<file path="src/core/scc_pkg.sv">
// constants, types and decode helpers for the smbus clock control block
`default_nettype none
package scc_pkg;
  // ----------------------------------------------------------------
  // register indices
  // ----------------------------------------------------------------
  localparam logic [7:0] IDX_OUT_EN = 8'h00;
  localparam logic [7:0] IDX_SPREAD = 8'h01;
  localparam logic [7:0] IDX_EDGE = 8'h02;
  localparam logic [7:0] IDX_REF = 8'h03;
  localparam int NUM_REGS = 4;
  localparam logic [7:0] LAST_IDX = 8'h03;
  // ----------------------------------------------------------------
  // reset values and writable bit masks
  // ----------------------------------------------------------------
  localparam logic [7:0] RST_OUT_EN = 8'hDD;
  localparam logic [7:0] RST_SPREAD = 8'h02;
  localparam logic [7:0] RST_EDGE = 8'hDD;
  localparam logic [7:0] RST_REF = 8'h50;
  localparam logic [7:0] MASK_OUT_EN = 8'hDD;
  localparam logic [7:0] MASK_SPREAD = 8'h3B;
  localparam logic [7:0] MASK_EDGE = 8'hDD;
  localparam logic [7:0] MASK_REF = 8'hF0;
  // ----------------------------------------------------------------
  // field positions
  // ----------------------------------------------------------------
  localparam int SPREAD_SW_CTRL_BIT = 5;
  localparam int SPREAD_SW_HI = 4;
  localparam int SPREAD_SW_LO = 3;
  localparam int AMP_HI = 1;
  localparam int AMP_LO = 0;
  localparam int REF_SLEW_HI = 7;
  localparam int REF_SLEW_LO = 6;
  localparam int REF_WOL_BIT = 5;
  localparam int REF_OE_BIT = 4;
  // ----------------------------------------------------------------
  // bus constants
  // ----------------------------------------------------------------
  localparam logic [7:0] READ_BLOCK_COUNT = 8'h08;
  localparam logic [6:0] TARGET_ADDR_SEL0 = 7'h68;
  localparam logic [6:0] TARGET_ADDR_SEL1 = 7'h6A;
  localparam logic [3:0] BITS_PER_BYTE = 4'h8;
  localparam logic [3:0] LAST_TX_BIT = 4'h7;
  localparam int NUM_DIFF = 6;
  localparam int PIN_SYNC_W = 12;
  // bus lines idle high; power good and the straps count as low until sampled
  localparam logic [PIN_SYNC_W-1:0] SYNC_IDLE = 12'hC00;
  // ----------------------------------------------------------------
  // disable states and machine encodings
  // ----------------------------------------------------------------
  localparam logic [1:0] STOP_LOW = 2'h0;
  localparam logic [1:0] STOP_FLOAT = 2'h1;
  localparam logic [1:0] STOP_TRUE_HI = 2'h2;
  localparam logic [1:0] STOP_COMP_HI = 2'h3;
  typedef enum logic [4:0] {
    ST_IDLE = 5'h01,
    ST_RX = 5'h02,
    ST_ACK = 5'h04,
    ST_TX = 5'h08,
    ST_TXACK = 5'h10
  } scc_state_t;
  typedef enum logic [3:0] {
    PH_ADDR = 4'h1,
    PH_INDEX = 4'h2,
    PH_COUNT = 4'h4,
    PH_DATA = 4'h8
  } scc_phase_t;
  // per-output bits sit at 7,6,4,3,2,0 of both the enable and edge rate bytes
  function automatic logic [5:0] scc_diff_bits(input logic [7:0] b);
    return {b[7], b[6], b[4], b[3], b[2], b[0]};
  endfunction
endpackage
`default_nettype wire

</file>
<file path="src/core/scc_reg_bank.sv">
// control byte storage and the output controls they steer
`default_nettype none
module scc_reg_bank (
  input wire logic mclk,
  input wire logic rst_b,
  input wire logic wr_en,
  input wire logic [7:0] wr_idx,
  input wire logic [7:0] wr_data,
  input wire logic [7:0] rd_idx,
  output logic [7:0] rd_data,
  input wire logic [1:0] spread_pin_readback,
  input wire logic [5:0] diff_pin_enable,
  input wire logic [1:0] stop_state_field,
  output logic [5:0] diff_running,
  output logic [5:0] diff_true_level,
  output logic [5:0] diff_comp_level,
  output logic [5:0] diff_float,
  output logic [5:0] diff_edge_rate,
  output logic [1:0] diff_amplitude,
  output logic [1:0] spread_amount,
  output logic [1:0] ref_slew,
  output logic ref_enable,
  output logic ref_wake_on_lan
);
  import scc_pkg::*;
  localparam logic [7:0] REG_RST [0:NUM_REGS-1] = '{RST_OUT_EN, RST_SPREAD, RST_EDGE, RST_REF};
  localparam logic [7:0] REG_MASK [0:NUM_REGS-1] = '{MASK_OUT_EN, MASK_SPREAD, MASK_EDGE, MASK_REF};

  logic [7:0] regs [0:NUM_REGS-1];
  logic [7:0] next_regs [0:NUM_REGS-1];
  logic [7:0] next_rd_data;
  logic [5:0] next_running, next_true, next_comp, next_float;
  logic [1:0] next_spread;
  logic [5:0] ovr;

  // ----------------------------------------------------------------
  // next values
  // ----------------------------------------------------------------
  always_comb
  begin
    for (int i = 0; i < NUM_REGS; i++)
    begin
      next_regs[i] = regs[i];
    end
    // indices past the bank are acknowledged on the bus but store nothing
    if (wr_en && (wr_idx <= LAST_IDX))
    begin
      next_regs[wr_idx[1:0]] = wr_data & REG_MASK[wr_idx[1:0]]; // RL3
    end
    case (rd_idx)
      IDX_OUT_EN: next_rd_data = regs[0];
      IDX_SPREAD: next_rd_data = {spread_pin_readback, regs[1][5:0]}; // RL11
      IDX_EDGE: next_rd_data = regs[2];
      IDX_REF: next_rd_data = regs[3];
      default: next_rd_data = 8'h00;
    endcase
    ovr = scc_diff_bits(regs[0]);
    for (int i = 0; i < NUM_DIFF; i++)
    begin
      next_running[i] = ovr[i] & diff_pin_enable[i]; // RL9
      next_true[i] = 1'b0;
      next_comp[i] = 1'b0;
      next_float[i] = 1'b0;
      if (!next_running[i])
      begin
        case (stop_state_field) // RL10
          STOP_LOW: next_true[i] = 1'b0;
          STOP_FLOAT: next_float[i] = 1'b1;
          STOP_TRUE_HI: next_true[i] = 1'b1;
          STOP_COMP_HI: next_comp[i] = 1'b1;
          default: next_float[i] = 1'b0;
        endcase
      end
    end
    // software select counts only once software control is on
    if (regs[1][SPREAD_SW_CTRL_BIT])
    begin
      next_spread = regs[1][SPREAD_SW_HI:SPREAD_SW_LO]; // RL12 RL13
    end
    else
    begin
      next_spread = spread_pin_readback; // RL12
    end
  end

  // ----------------------------------------------------------------
  // registers
  // ----------------------------------------------------------------
  always_ff @(posedge mclk or negedge rst_b)
  begin
    if (!rst_b)
    begin
      for (int i = 0; i < NUM_REGS; i++)
      begin
        regs[i] <= REG_RST[i];
      end
      rd_data <= 8'h00;
      diff_running <= 6'h00;
      diff_true_level <= 6'h00;
      diff_comp_level <= 6'h00;
      diff_float <= 6'h00;
      spread_amount <= 2'h0;
    end
    else
    begin
      for (int i = 0; i < NUM_REGS; i++)
      begin
        regs[i] <= next_regs[i];
      end
      rd_data <= next_rd_data;
      diff_running <= next_running;
      diff_true_level <= next_true;
      diff_comp_level <= next_comp;
      diff_float <= next_float;
      spread_amount <= next_spread;
    end
  end

  assign diff_edge_rate = scc_diff_bits(regs[2]); // RL14
  assign diff_amplitude = regs[1][AMP_HI:AMP_LO]; // RL16
  assign ref_slew = regs[3][REF_SLEW_HI:REF_SLEW_LO]; // RL15
  assign ref_enable = regs[3][REF_OE_BIT]; // RL15
  assign ref_wake_on_lan = regs[3][REF_WOL_BIT]; // RL15

  // ----------------------------------------------------------------
  // checks
  // ----------------------------------------------------------------
  a_write_store: assert property (@(posedge mclk) disable iff (!rst_b) // RL3
    (wr_en && wr_idx == IDX_EDGE) |=> (regs[2] == ($past(wr_data) & MASK_EDGE)))
    else $error("edge rate byte did not take written data");
  a_override_stop: assert property (@(posedge mclk) disable iff (!rst_b) // RL10
    (!ovr[0] && stop_state_field == STOP_TRUE_HI && $stable(stop_state_field))
      |=> (!diff_running[0] && diff_true_level[0] && !diff_comp_level[0] && !diff_float[0]))
    else $error("forced-off output does not show the chosen disable state");
  a_spread_select: assert property (@(posedge mclk) disable iff (!rst_b) // RL12
    (!regs[1][SPREAD_SW_CTRL_BIT] && $stable(regs[1]) && $stable(spread_pin_readback))
      |=> (spread_amount == $past(spread_pin_readback)))
    else $error("spread amount ignored the pin while software control off");
  a_edge_reset: assert property (@(posedge mclk) // RL14
    $rose(rst_b) |-> (diff_edge_rate == 6'h3F && ref_slew == 2'h1 && ref_enable
      && !ref_wake_on_lan && diff_amplitude == 2'h2))
    else $error("control fields not at reset values");
  a_readback_read: assert property (@(posedge mclk) disable iff (!rst_b) // RL11
    (rd_idx == IDX_SPREAD && $stable(rd_idx) && $stable(spread_pin_readback))
      |=> (rd_data[7:6] == $past(spread_pin_readback)))
    else $error("readback bits do not show the latched pin level");
endmodule
`default_nettype wire

</file>
<file path="src/core/scc_smbus_target.sv">
// smbus target with indexed block read and write over the clock control bytes
// Function
// RL1 - host writes: start, address+write, index N, count X, X data bytes, stop.
// RL2 - device acknowledges address, index, count and each data byte as received.
// RL3 - write data land at indices N through N+X-1 in turn.
// RL4 - host reads: start, address+write, index N, repeated start, address+read.
// RL5 - after acknowledging read address, device first sends the byte count.
// RL6 - then device sends register bytes from index N upward, one per index.
// RL7 - host acknowledges each read byte except the last, then nacks and stops.
// RL8 - bus address taken from select pin, latched, later pin changes ignored.
// RL9 - per-output enable bits reset to 1; 0 forces output to disable state.
// RL10 - disable state: 00 both low, 01 float, 10 true high, 11 complement high.
// RL11 - spread byte bits 7:6 read latched spread pin: 00 low, 01 mid, 11 high.
// RL12 - spread bit 5 resets 0 (pin rules); 1 hands spread to bits 4:3.
// RL13 - software spread: 00 off, 01 -0.25%, 10 reserved, 11 -0.5%.
// RL14 - edge rate byte: one bit per output, 1 fast, 0 slow, reset 1.
// RL15 - reference byte: bit5 wake-on-lan, bit4 enable, bits7:6 slew, reset 01.
// RL16 - spread byte bits 1:0 set differential swing, reset 10.
`default_nettype none
module scc_smbus_target (
  input wire logic mclk,
  input wire logic rst_b,
  input wire logic scl_pin,
  input wire logic sda_in,
  output logic sda_out,
  output logic sda_oe,
  input wire logic address_select_pin,
  input wire logic pwr_good_pin,
  input wire logic [1:0] spread_pin_level,
  input wire logic [5:0] diff_enable_pin_b,
  input wire logic [1:0] stop_state_field,
  output logic [5:0] diff_running,
  output logic [5:0] diff_true_level,
  output logic [5:0] diff_comp_level,
  output logic [5:0] diff_float,
  output logic [5:0] diff_edge_rate,
  output logic [1:0] diff_amplitude,
  output logic [1:0] spread_amount,
  output logic [1:0] ref_slew,
  output logic ref_enable,
  output logic ref_wake_on_lan
);
  import scc_pkg::*;

  // ----------------------------------------------------------------
  // pin synchronisers and bus edge detection
  // ----------------------------------------------------------------
  logic [PIN_SYNC_W-1:0] sync1, sync2;
  logic scl_s, sda_s, pg_s, sel_s;
  logic [1:0] spread_s;
  logic [5:0] oe_b_s;
  logic scl_d, sda_d;
  logic start_seen, stop_seen, scl_rise, scl_fall;

  always_ff @(posedge mclk or negedge rst_b)
  begin
    if (!rst_b)
    begin
      // all ones here would fake power good and latch the straps before they are seen
      sync1 <= SYNC_IDLE;
      sync2 <= SYNC_IDLE;
      scl_d <= 1'b1;
      sda_d <= 1'b1;
    end
    else
    begin
      sync1 <= {scl_pin, sda_in, pwr_good_pin, address_select_pin, spread_pin_level,
        diff_enable_pin_b};
      sync2 <= sync1;
      scl_d <= scl_s;
      sda_d <= sda_s;
    end
  end

  assign {scl_s, sda_s, pg_s, sel_s, spread_s, oe_b_s} = sync2;
  assign start_seen = scl_s & scl_d & sda_d & ~sda_s;
  assign stop_seen = scl_s & scl_d & ~sda_d & sda_s;
  assign scl_rise = scl_s & ~scl_d;
  assign scl_fall = ~scl_s & scl_d;

  // ----------------------------------------------------------------
  // address and spread pin capture at power good
  // ----------------------------------------------------------------
  logic addr_latched, next_addr_latched;
  logic [6:0] target_addr, next_target_addr;
  logic [1:0] spread_latched, next_spread_latched;

  always_comb
  begin
    next_addr_latched = addr_latched;
    next_target_addr = target_addr;
    next_spread_latched = spread_latched;
    // caught once; the pins may be reused after power good
    if (!addr_latched && pg_s)
    begin
      next_addr_latched = 1'b1;
      next_target_addr = sel_s ? TARGET_ADDR_SEL1 : TARGET_ADDR_SEL0; // RL8
      next_spread_latched = spread_s; // RL11
    end
  end

  always_ff @(posedge mclk or negedge rst_b)
  begin
    if (!rst_b)
    begin
      addr_latched <= 1'b0;
      target_addr <= TARGET_ADDR_SEL0;
      spread_latched <= 2'h0;
    end
    else
    begin
      addr_latched <= next_addr_latched;
      target_addr <= next_target_addr;
      spread_latched <= next_spread_latched;
    end
  end

  // ----------------------------------------------------------------
  // bus protocol machine
  // ----------------------------------------------------------------
  scc_state_t state, next_state;
  scc_phase_t phase, next_phase;
  logic [3:0] bitcnt, next_bitcnt;
  logic [7:0] shreg, next_shreg;
  logic [7:0] txbyte, next_txbyte;
  logic [7:0] ptr, next_ptr;
  logic [7:0] wremain, next_wremain;
  logic rw, next_rw;
  logic host_ack, next_host_ack;
  logic wr_en, next_wr_en;
  logic [7:0] wr_idx, next_wr_idx;
  logic [7:0] wr_data, next_wr_data;
  logic [7:0] rd_data;

  always_comb
  begin
    next_state = state;
    next_phase = phase;
    next_bitcnt = bitcnt;
    next_shreg = shreg;
    next_txbyte = txbyte;
    next_ptr = ptr;
    next_wremain = wremain;
    next_rw = rw;
    next_host_ack = host_ack;
    next_wr_en = 1'b0;
    next_wr_idx = wr_idx;
    next_wr_data = wr_data;
    if (stop_seen)
    begin
      next_state = ST_IDLE;
    end
    else if (start_seen && addr_latched)
    begin
      // a repeated start lands here too, keeping the index for the read
      next_state = ST_RX;
      next_phase = PH_ADDR;
      next_bitcnt = 4'h0;
    end
    else
    begin
      case (state)
        ST_IDLE:
        begin
          next_bitcnt = 4'h0;
        end
        ST_RX:
        begin
          if (scl_rise)
          begin
            next_shreg = {shreg[6:0], sda_s};
            next_bitcnt = bitcnt + 4'h1;
          end
          else if (scl_fall && bitcnt == BITS_PER_BYTE)
          begin
            next_bitcnt = 4'h0;
            next_state = ST_ACK; // RL2
            case (phase)
              PH_ADDR:
              begin
                next_rw = shreg[0];
                if (shreg[7:1] != target_addr)
                begin
                  next_state = ST_IDLE;
                end
              end
              PH_INDEX: next_ptr = shreg;
              PH_COUNT: next_wremain = shreg;
              PH_DATA:
              begin
                // bytes beyond the announced count are acknowledged but dropped
                if (wremain != 8'h00)
                begin
                  next_wr_en = 1'b1; // RL3
                  next_wr_idx = ptr;
                  next_wr_data = shreg;
                  next_ptr = ptr + 8'h01; // RL3
                  next_wremain = wremain - 8'h01;
                end
              end
              default: next_state = ST_IDLE;
            endcase
          end
        end
        ST_ACK:
        begin
          if (scl_fall)
          begin
            if (phase == PH_ADDR && rw)
            begin
              next_state = ST_TX;
              next_txbyte = READ_BLOCK_COUNT; // RL5
            end
            else
            begin
              next_state = ST_RX;
              case (phase)
                PH_ADDR: next_phase = PH_INDEX;
                PH_INDEX: next_phase = PH_COUNT;
                default: next_phase = PH_DATA;
              endcase
            end
          end
        end
        ST_TX:
        begin
          if (scl_fall)
          begin
            if (bitcnt == LAST_TX_BIT)
            begin
              next_state = ST_TXACK;
              next_bitcnt = 4'h0;
            end
            else
            begin
              next_txbyte = {txbyte[6:0], 1'b0};
              next_bitcnt = bitcnt + 4'h1;
            end
          end
        end
        ST_TXACK:
        begin
          if (scl_rise)
          begin
            next_host_ack = ~sda_s; // RL7
          end
          else if (scl_fall)
          begin
            if (host_ack)
            begin
              next_state = ST_TX;
              next_txbyte = rd_data; // RL6
              next_ptr = ptr + 8'h01; // RL6
            end
            else
            begin
              next_state = ST_IDLE; // RL7
            end
          end
        end
        default: next_state = ST_IDLE;
      endcase
    end
  end

  always_ff @(posedge mclk or negedge rst_b)
  begin
    if (!rst_b)
    begin
      state <= ST_IDLE;
      phase <= PH_ADDR;
      bitcnt <= 4'h0;
      shreg <= 8'h00;
      txbyte <= 8'h00;
      ptr <= 8'h00;
      wremain <= 8'h00;
      rw <= 1'b0;
      host_ack <= 1'b0;
      wr_en <= 1'b0;
      wr_idx <= 8'h00;
      wr_data <= 8'h00;
    end
    else
    begin
      state <= next_state;
      phase <= next_phase;
      bitcnt <= next_bitcnt;
      shreg <= next_shreg;
      txbyte <= next_txbyte;
      ptr <= next_ptr;
      wremain <= next_wremain;
      rw <= next_rw;
      host_ack <= next_host_ack;
      wr_en <= next_wr_en;
      wr_idx <= next_wr_idx;
      wr_data <= next_wr_data;
    end
  end

  // open drain: only ever pulls low, the high level is the bus pull-up
  assign sda_out = 1'b0;
  assign sda_oe = (state == ST_ACK) || (state == ST_TX && !txbyte[7]); // RL2 RL5

  // ----------------------------------------------------------------
  // control bytes
  // ----------------------------------------------------------------
  scc_reg_bank u_bank (
    .mclk(mclk),
    .rst_b(rst_b),
    .wr_en(wr_en),
    .wr_idx(wr_idx),
    .wr_data(wr_data),
    .rd_idx(ptr),
    .rd_data(rd_data),
    .spread_pin_readback(spread_latched),
    .diff_pin_enable(~oe_b_s),
    .stop_state_field(stop_state_field),
    .diff_running(diff_running),
    .diff_true_level(diff_true_level),
    .diff_comp_level(diff_comp_level),
    .diff_float(diff_float),
    .diff_edge_rate(diff_edge_rate),
    .diff_amplitude(diff_amplitude),
    .spread_amount(spread_amount),
    .ref_slew(ref_slew),
    .ref_enable(ref_enable),
    .ref_wake_on_lan(ref_wake_on_lan)
  );

  // ----------------------------------------------------------------
  // checks
  // ----------------------------------------------------------------
  a_ack_drive: assert property (@(posedge mclk) disable iff (!rst_b) // RL2
    (state == ST_RX && scl_fall && bitcnt == BITS_PER_BYTE && phase != PH_ADDR && !stop_seen
      && !start_seen) |=> (sda_oe && state == ST_ACK))
    else $error("received byte not acknowledged");
  a_count_first: assert property (@(posedge mclk) disable iff (!rst_b) // RL5
    (state == ST_ACK && phase == PH_ADDR && rw && scl_fall && !stop_seen && !start_seen)
      |=> (state == ST_TX && txbyte == READ_BLOCK_COUNT))
    else $error("read did not open with the byte count");
  a_addr_stable: assert property (@(posedge mclk) disable iff (!rst_b) // RL8
    addr_latched |=> (addr_latched && $stable(target_addr)))
    else $error("bus address moved after latching");
  a_ptr_step: assert property (@(posedge mclk) disable iff (!rst_b) // RL6
    (state == ST_TXACK && host_ack && scl_fall && !stop_seen && !start_seen)
      |=> (ptr == $past(ptr) + 8'h01 && txbyte == $past(rd_data)))
    else $error("read did not advance to the next index");
  a_tx_release: assert property (@(posedge mclk) disable iff (!rst_b) // RL7
    (state == ST_TXACK) |-> !sda_oe)
    else $error("device drove the line during host acknowledge");
  a_nack_end: assert property (@(posedge mclk) disable iff (!rst_b) // RL7
    (state == ST_TXACK && !host_ack && scl_fall && !stop_seen && !start_seen)
      |=> (state == ST_IDLE && !sda_oe))
    else $error("device kept sending after the host nack");
endmodule
`default_nettype wire

</file>
<file path="config.mk">
export PLATFORM = sky130hd
export DESIGN_NAME = scc_smbus_target
export DESIGN_NICKNAME = d
export VERILOG_FILES = /design/src/core/scc_pkg.sv /design/src/core/scc_reg_bank.sv /design/src/core/scc_smbus_target.sv
export SDC_FILE = /design/constraint.sdc
export NUM_CORES = 1
export LEC_CHECK = 0
export ABC_AREA = 1
export BUFFER_PORTS_ARGS = -buffer_cell sky130_fd_sc_hd__buf_2
export CAP_MARGIN = 30
export CORE_ASPECT_RATIO = 1.25
export CORE_MARGIN = 10
export CORE_UTILIZATION = 57
export CTS_CLUSTER_SIZE = 40
export DETAILED_ROUTE_END_ITERATION = 16
export PLACE_DENSITY = 0.73
export RECOVER_POWER = 50
export SETUP_SLACK_MARGIN = 0.02
export SLEW_MARGIN = 20
export SYNTH_ARGS = -nofsm -noshare
export SYNTH_HDL_FRONTEND = slang
export SYNTH_SLANG_ARGS = --single-unit
</file>
<file path="constraint.sdc">
create_clock -name mclk -period 3.3 [get_ports mclk]
set_input_delay 0.33 -clock mclk [delete_from_list [all_inputs] [get_ports mclk]]
set_output_delay 0.33 -clock mclk [all_outputs]
set_load 0.01 [all_outputs]
</file>
==> metrics.md <==
| Metric | Value |
|---|---|
| Outcome | complete, but fails checks |
| Failing checks | capacitance limit, slew limit |
| Starting DRC count in detailed routing | 477 |
| Die H | 144 µm |
| Die Wd | 119 µm |
| DP HPWL | about 11,000 µm |
| Clk network pwr share | between 40% and 50% |
| Type of destination of the critical path | asynchronous set/reset pin |
| Worst Hold End | u_bank.diff_float[0]$_DFF_PN0_ |
| Slew @ Worst Pin | 2.14 ns |
| Pint | 3.26 mW |
| Clk Latency, worst-skew pair | 0.43 ns |
| Synth top area cells | dfrtp_1 48%, nand2_1 9.6%, dfstp_2 8.7%, o21ai_0 5.2%, inv_1 4.8% |
| Clock sink count | 158 |
| Flop-to-flop setup slack | between 1 and 1.5 ns |
| R2r endpoint | u_bank.rd_data[1]$_DFF_PN0_ |
| Final Slew Violations | 86 |
| Routed Antenna Nets | 0 |
| Largest area contributor in the netlist | dfrtp_1 |
| Die area | 17,100 µm² |
| Peak VDD IR | 0.391 mV |
| CTS clk-pin slew, worst paths | 0.06 ns |
| Period utilisation layout | a little under three quarters |
| Final core utilization | 66.7% |
| Number of fill cells | between 900 and 1k |
| Nets | 864 |
| Syn nets | 800 |
| CTS Buf Count | 17 |
| Max-slew headroom | -42.3% |
| CP Cell Sequence | dlygate4sd3_1 -> clkbuf_2 -> buf_4 |
| Setup bufs post-CTS | 0 |
| # setup viols final | 0 |
| Number of global-route vias before repair | 5,468 |
| First-pass GRT wire length | 26,200 µm |
| Grt ovf | 0 |
| Logic pwr share | 8.0% |
| WL final | 15,600 µm |
| DP Area | 7350 µm² |
| Clk buf depth | 2 |
| Yosys top cell area share | approximately 48% |
| # rows | 45 |
| Starting Density | 57.9% |
| Synthesized cell area | 6980 µm² |
| DR pass1 iterations | 6 |
| CTS tree | built |
| Yosys reg bits | 158 |
| Min-delay src | stop_state_field[1] |
| Seq pwr share | 47.7% |
| Final Hold Vio Count | 0 |
| R2R Path Start | ptr[2]$_DFFE_PN0P_ |
| Setup skew after layout | 0.00612 ns |
| Seq/Total Area, Yosys | 57.1% |
| Crit path required time | 3.85 ns |
| Distinct cells, synth | 42 |
| Total GRT Usage | 19.1% |
| Via density | 5.38 |
| Crit start category | input pin |
| Antenna violations before repair | 0 |
| Reg2reg path depth | 6 |
| Root Buffer | clkbuf_16 |
| GP Congestion | 0.901 |
| Crit path DAT | 2.90 ns |
| Routed len/inst | ~15 µm |
| CP max stage cell | clkbuf_2 |
| Synth Instances | 776 |
| Vias post-DR | between 5k and 6k |
| WS Path Type | in -> async |
| CTS HTree Levels | 4 |
| Max-Cap Viols | 1 |
| Final Critical Period | 2.35 ns |
| Setup TNS | 0 ns |
| Leakage | 3.91 nW |
| Post-route cell area | about 8000 µm² |
| Power per cell area | 540 nW/µm² |
| Num ports | 56 |
| Port bufs | 54 |
| Core Footprint | 12,000 µm² |
| # DRC | 0 |
| Area Overhead vs Synth | 15.1% |
| Sw Share | 24.9% |
| FMAX | 0.426 GHz |
| CP max stage delay | 1.51 ns |
| Largest net degree at the start of global routing | 87 |
| RSZ-0062 raised after global routing | no |
| WHS Path Cells | 3 |
| Avg Inst Size Synth | around 9 µm² |
| ANT cells | 0 |
| Psw | 1.08 mW |
| Layout cell share with drive strength beyond 1 | 12.5% |
| Crit Path Max Fanout | 86 |
| Worst hold path type | in -> reg |
| Syn. warnings | 0 |
## state kept, by name, indices dropped and copies added (netlist names), 4 cells and up
signal,flops
sync1,12
sync2,12
u_bank.regs,12
ptr,8
shreg,8
txbyte,8
u_bank.rd_data,8
wr_data,8
wr_idx,8
wremain,8
u_bank.diff_comp_level,6
u_bank.diff_edge_rate,6
u_bank.diff_float,6
u_bank.diff_running,6
u_bank.diff_true_level,6
u_bank.ovr,6
state,5
bitcnt,4
phase,4
## power groups by stage
stage               Combinational, mW  Clock [mW]  Sequential, mW
floorplan                       0.210           0            2.10
global placement                0.327           0            2.10
detailed placement              0.339           0            2.10
CTS                             0.355        1.95            2.07
global route                    0.390        2.03            2.08
finish                          0.347        1.92            2.07
## synthesized netlist by cell type (all sizes together)
| library cell | count |
|---|---|
| nand2 | 183 |
| dfrtp | 135 |
| inv | 91 |
| o21ai | 83 |
| nor2 | 81 |
| nand3 | 64 |
| nand4 | 27 |
| dfstp | 23 |
| buf | 22 |
| a21oi | 14 |
| ha | 8 |
| nor3 | 7 |
| xor2 | 7 |
| a22o | 6 |
| clkbuf | 6 |
| or2 | 3 |
| clkinv | 2 |
| nand3b | 2 |
| nor4 | 2 |
| o21a | 2 |
| and2 | 1 |
| conb | 1 |
| mux2 | 1 |
| mux2i | 1 |
| nor3b | 1 |
| o21bai | 1 |
| o22ai | 1 |
| xnor2 | 1 |
## cell type report
class	instances	area [µm²]	area share, %
repair buffers	73	429	5.34
flip-flops and latches	158	3980	49.6
multi-input cells	497	2480	30.9
inverters	93	354	4.41
clock buffers	19	443	5.51
well taps	164	205	2.55
clock inverters	13	143	1.77
## per-stage QoR
step	setup slack, ns	total power [mW]	hold WS [ns]	std cells
floorplan	1.76	2.31	0.0344	776
global placement	1.15	2.43	0.335	971
detailed placement	0.999	2.44	0.335	971
CTS	0.938	4.38	0.259	1016
global route	0.539	4.50	0.284	1017
finish	0.950	4.34	0.270	1017
## cell families after synthesis
logic type      after synthesis  synth area share, %
buf+inv                     121                 7.55
flops                       158                 57.1
fa+ha+maj                     8                 1.43
xor+xnor                      8                 1.00
other cells                   1               0.0537
mux                           2                0.305
compound gates              107                 8.39
simple gates                371                 24.2
## cells in the final DEF, fill, tap and decap left out, types with 2 or more instances in the layout
master / n
dfrtp_1: 135
a22o_1: 6
o21ai_1: 7
inv_1: 89
ha_1: 8
a21oi_1: 13
nand3_2: 3
clkbuf_1: 30
clkbuf_16: 17
clkinvlp_4: 5
nand2_4: 2
inv_2: 2
nor2_1: 74
o21a_1: 2
dfstp_1: 8
nand4_1: 27
nand2_1: 179
buf_4: 4
nand3b_1: 2
nand3_4: 2
buf_2: 24
clkinv_2: 2
clkinv_4: 4
nand3_1: 59
nor2_4: 4
nor2_2: 3
nand2_2: 2
dlygate4sd3_1: 13
dfstp_2: 15
o21ai_0: 72
o21ai_2: 4
bufinv_16: 2
xor2_1: 7
or2_2: 3
nor3_1: 6
## worst max-delay path: cells and delay by family
| family | cells | cell delay [ns] |
|---|---|---|
| buffers and inverters | 3 | 2.49 |
## how the worst max path moves through the flow
| stage | depth (start not counted) | from | slack, ns | to |
|---|---|---|---|---|
| 2_1_floorplan | 11 | bitcnt[0]$_DFFE_PN0P_ | 1.76 | ptr[6]$_DFFE_PN0P_ |
| 3_3_place_gp | 5 | phase[1]$_DFFE_PN0P_ | 1.15 | wr_data[1]$_DFFE_PN0P_ |
| 3_5_place_dp | 5 | phase[1]$_DFFE_PN0P_ | 1.0 | wr_data[6]$_DFFE_PN0P_ |
| 4_1_cts | 5 | phase[1]$_DFFE_PN0P_ | 0.94 | wr_data[6]$_DFFE_PN0P_ |
| 5_1_grt | 2 | rst_b | 0.54 | state[2]$_DFFE_PN0P_ |
| 6_report | 3 | rst_b | 0.95 | sync1[10]$_DFF_PN1_ |
## metal layers
layer / routed length (µm) / vias to the layer above / track usage [%]
li1: - / 2621 / -
met4: 574 / 0 / 10.6
met3: 636 / 45 / 4.59
met5: 0 / - / 0
met2: 7880 / 141 / 32.7
met1: 6510 / 2669 / 21.5
## repair_timing
| item | CTS | global route |
|---|---|---|
| hold buffers | 13 | 0 |
| hold endpoints to repair | 37 | 0 |
| gates resized for setup | 0 | 0 |
No activity file was read; power rests on OpenSTA's default activity.
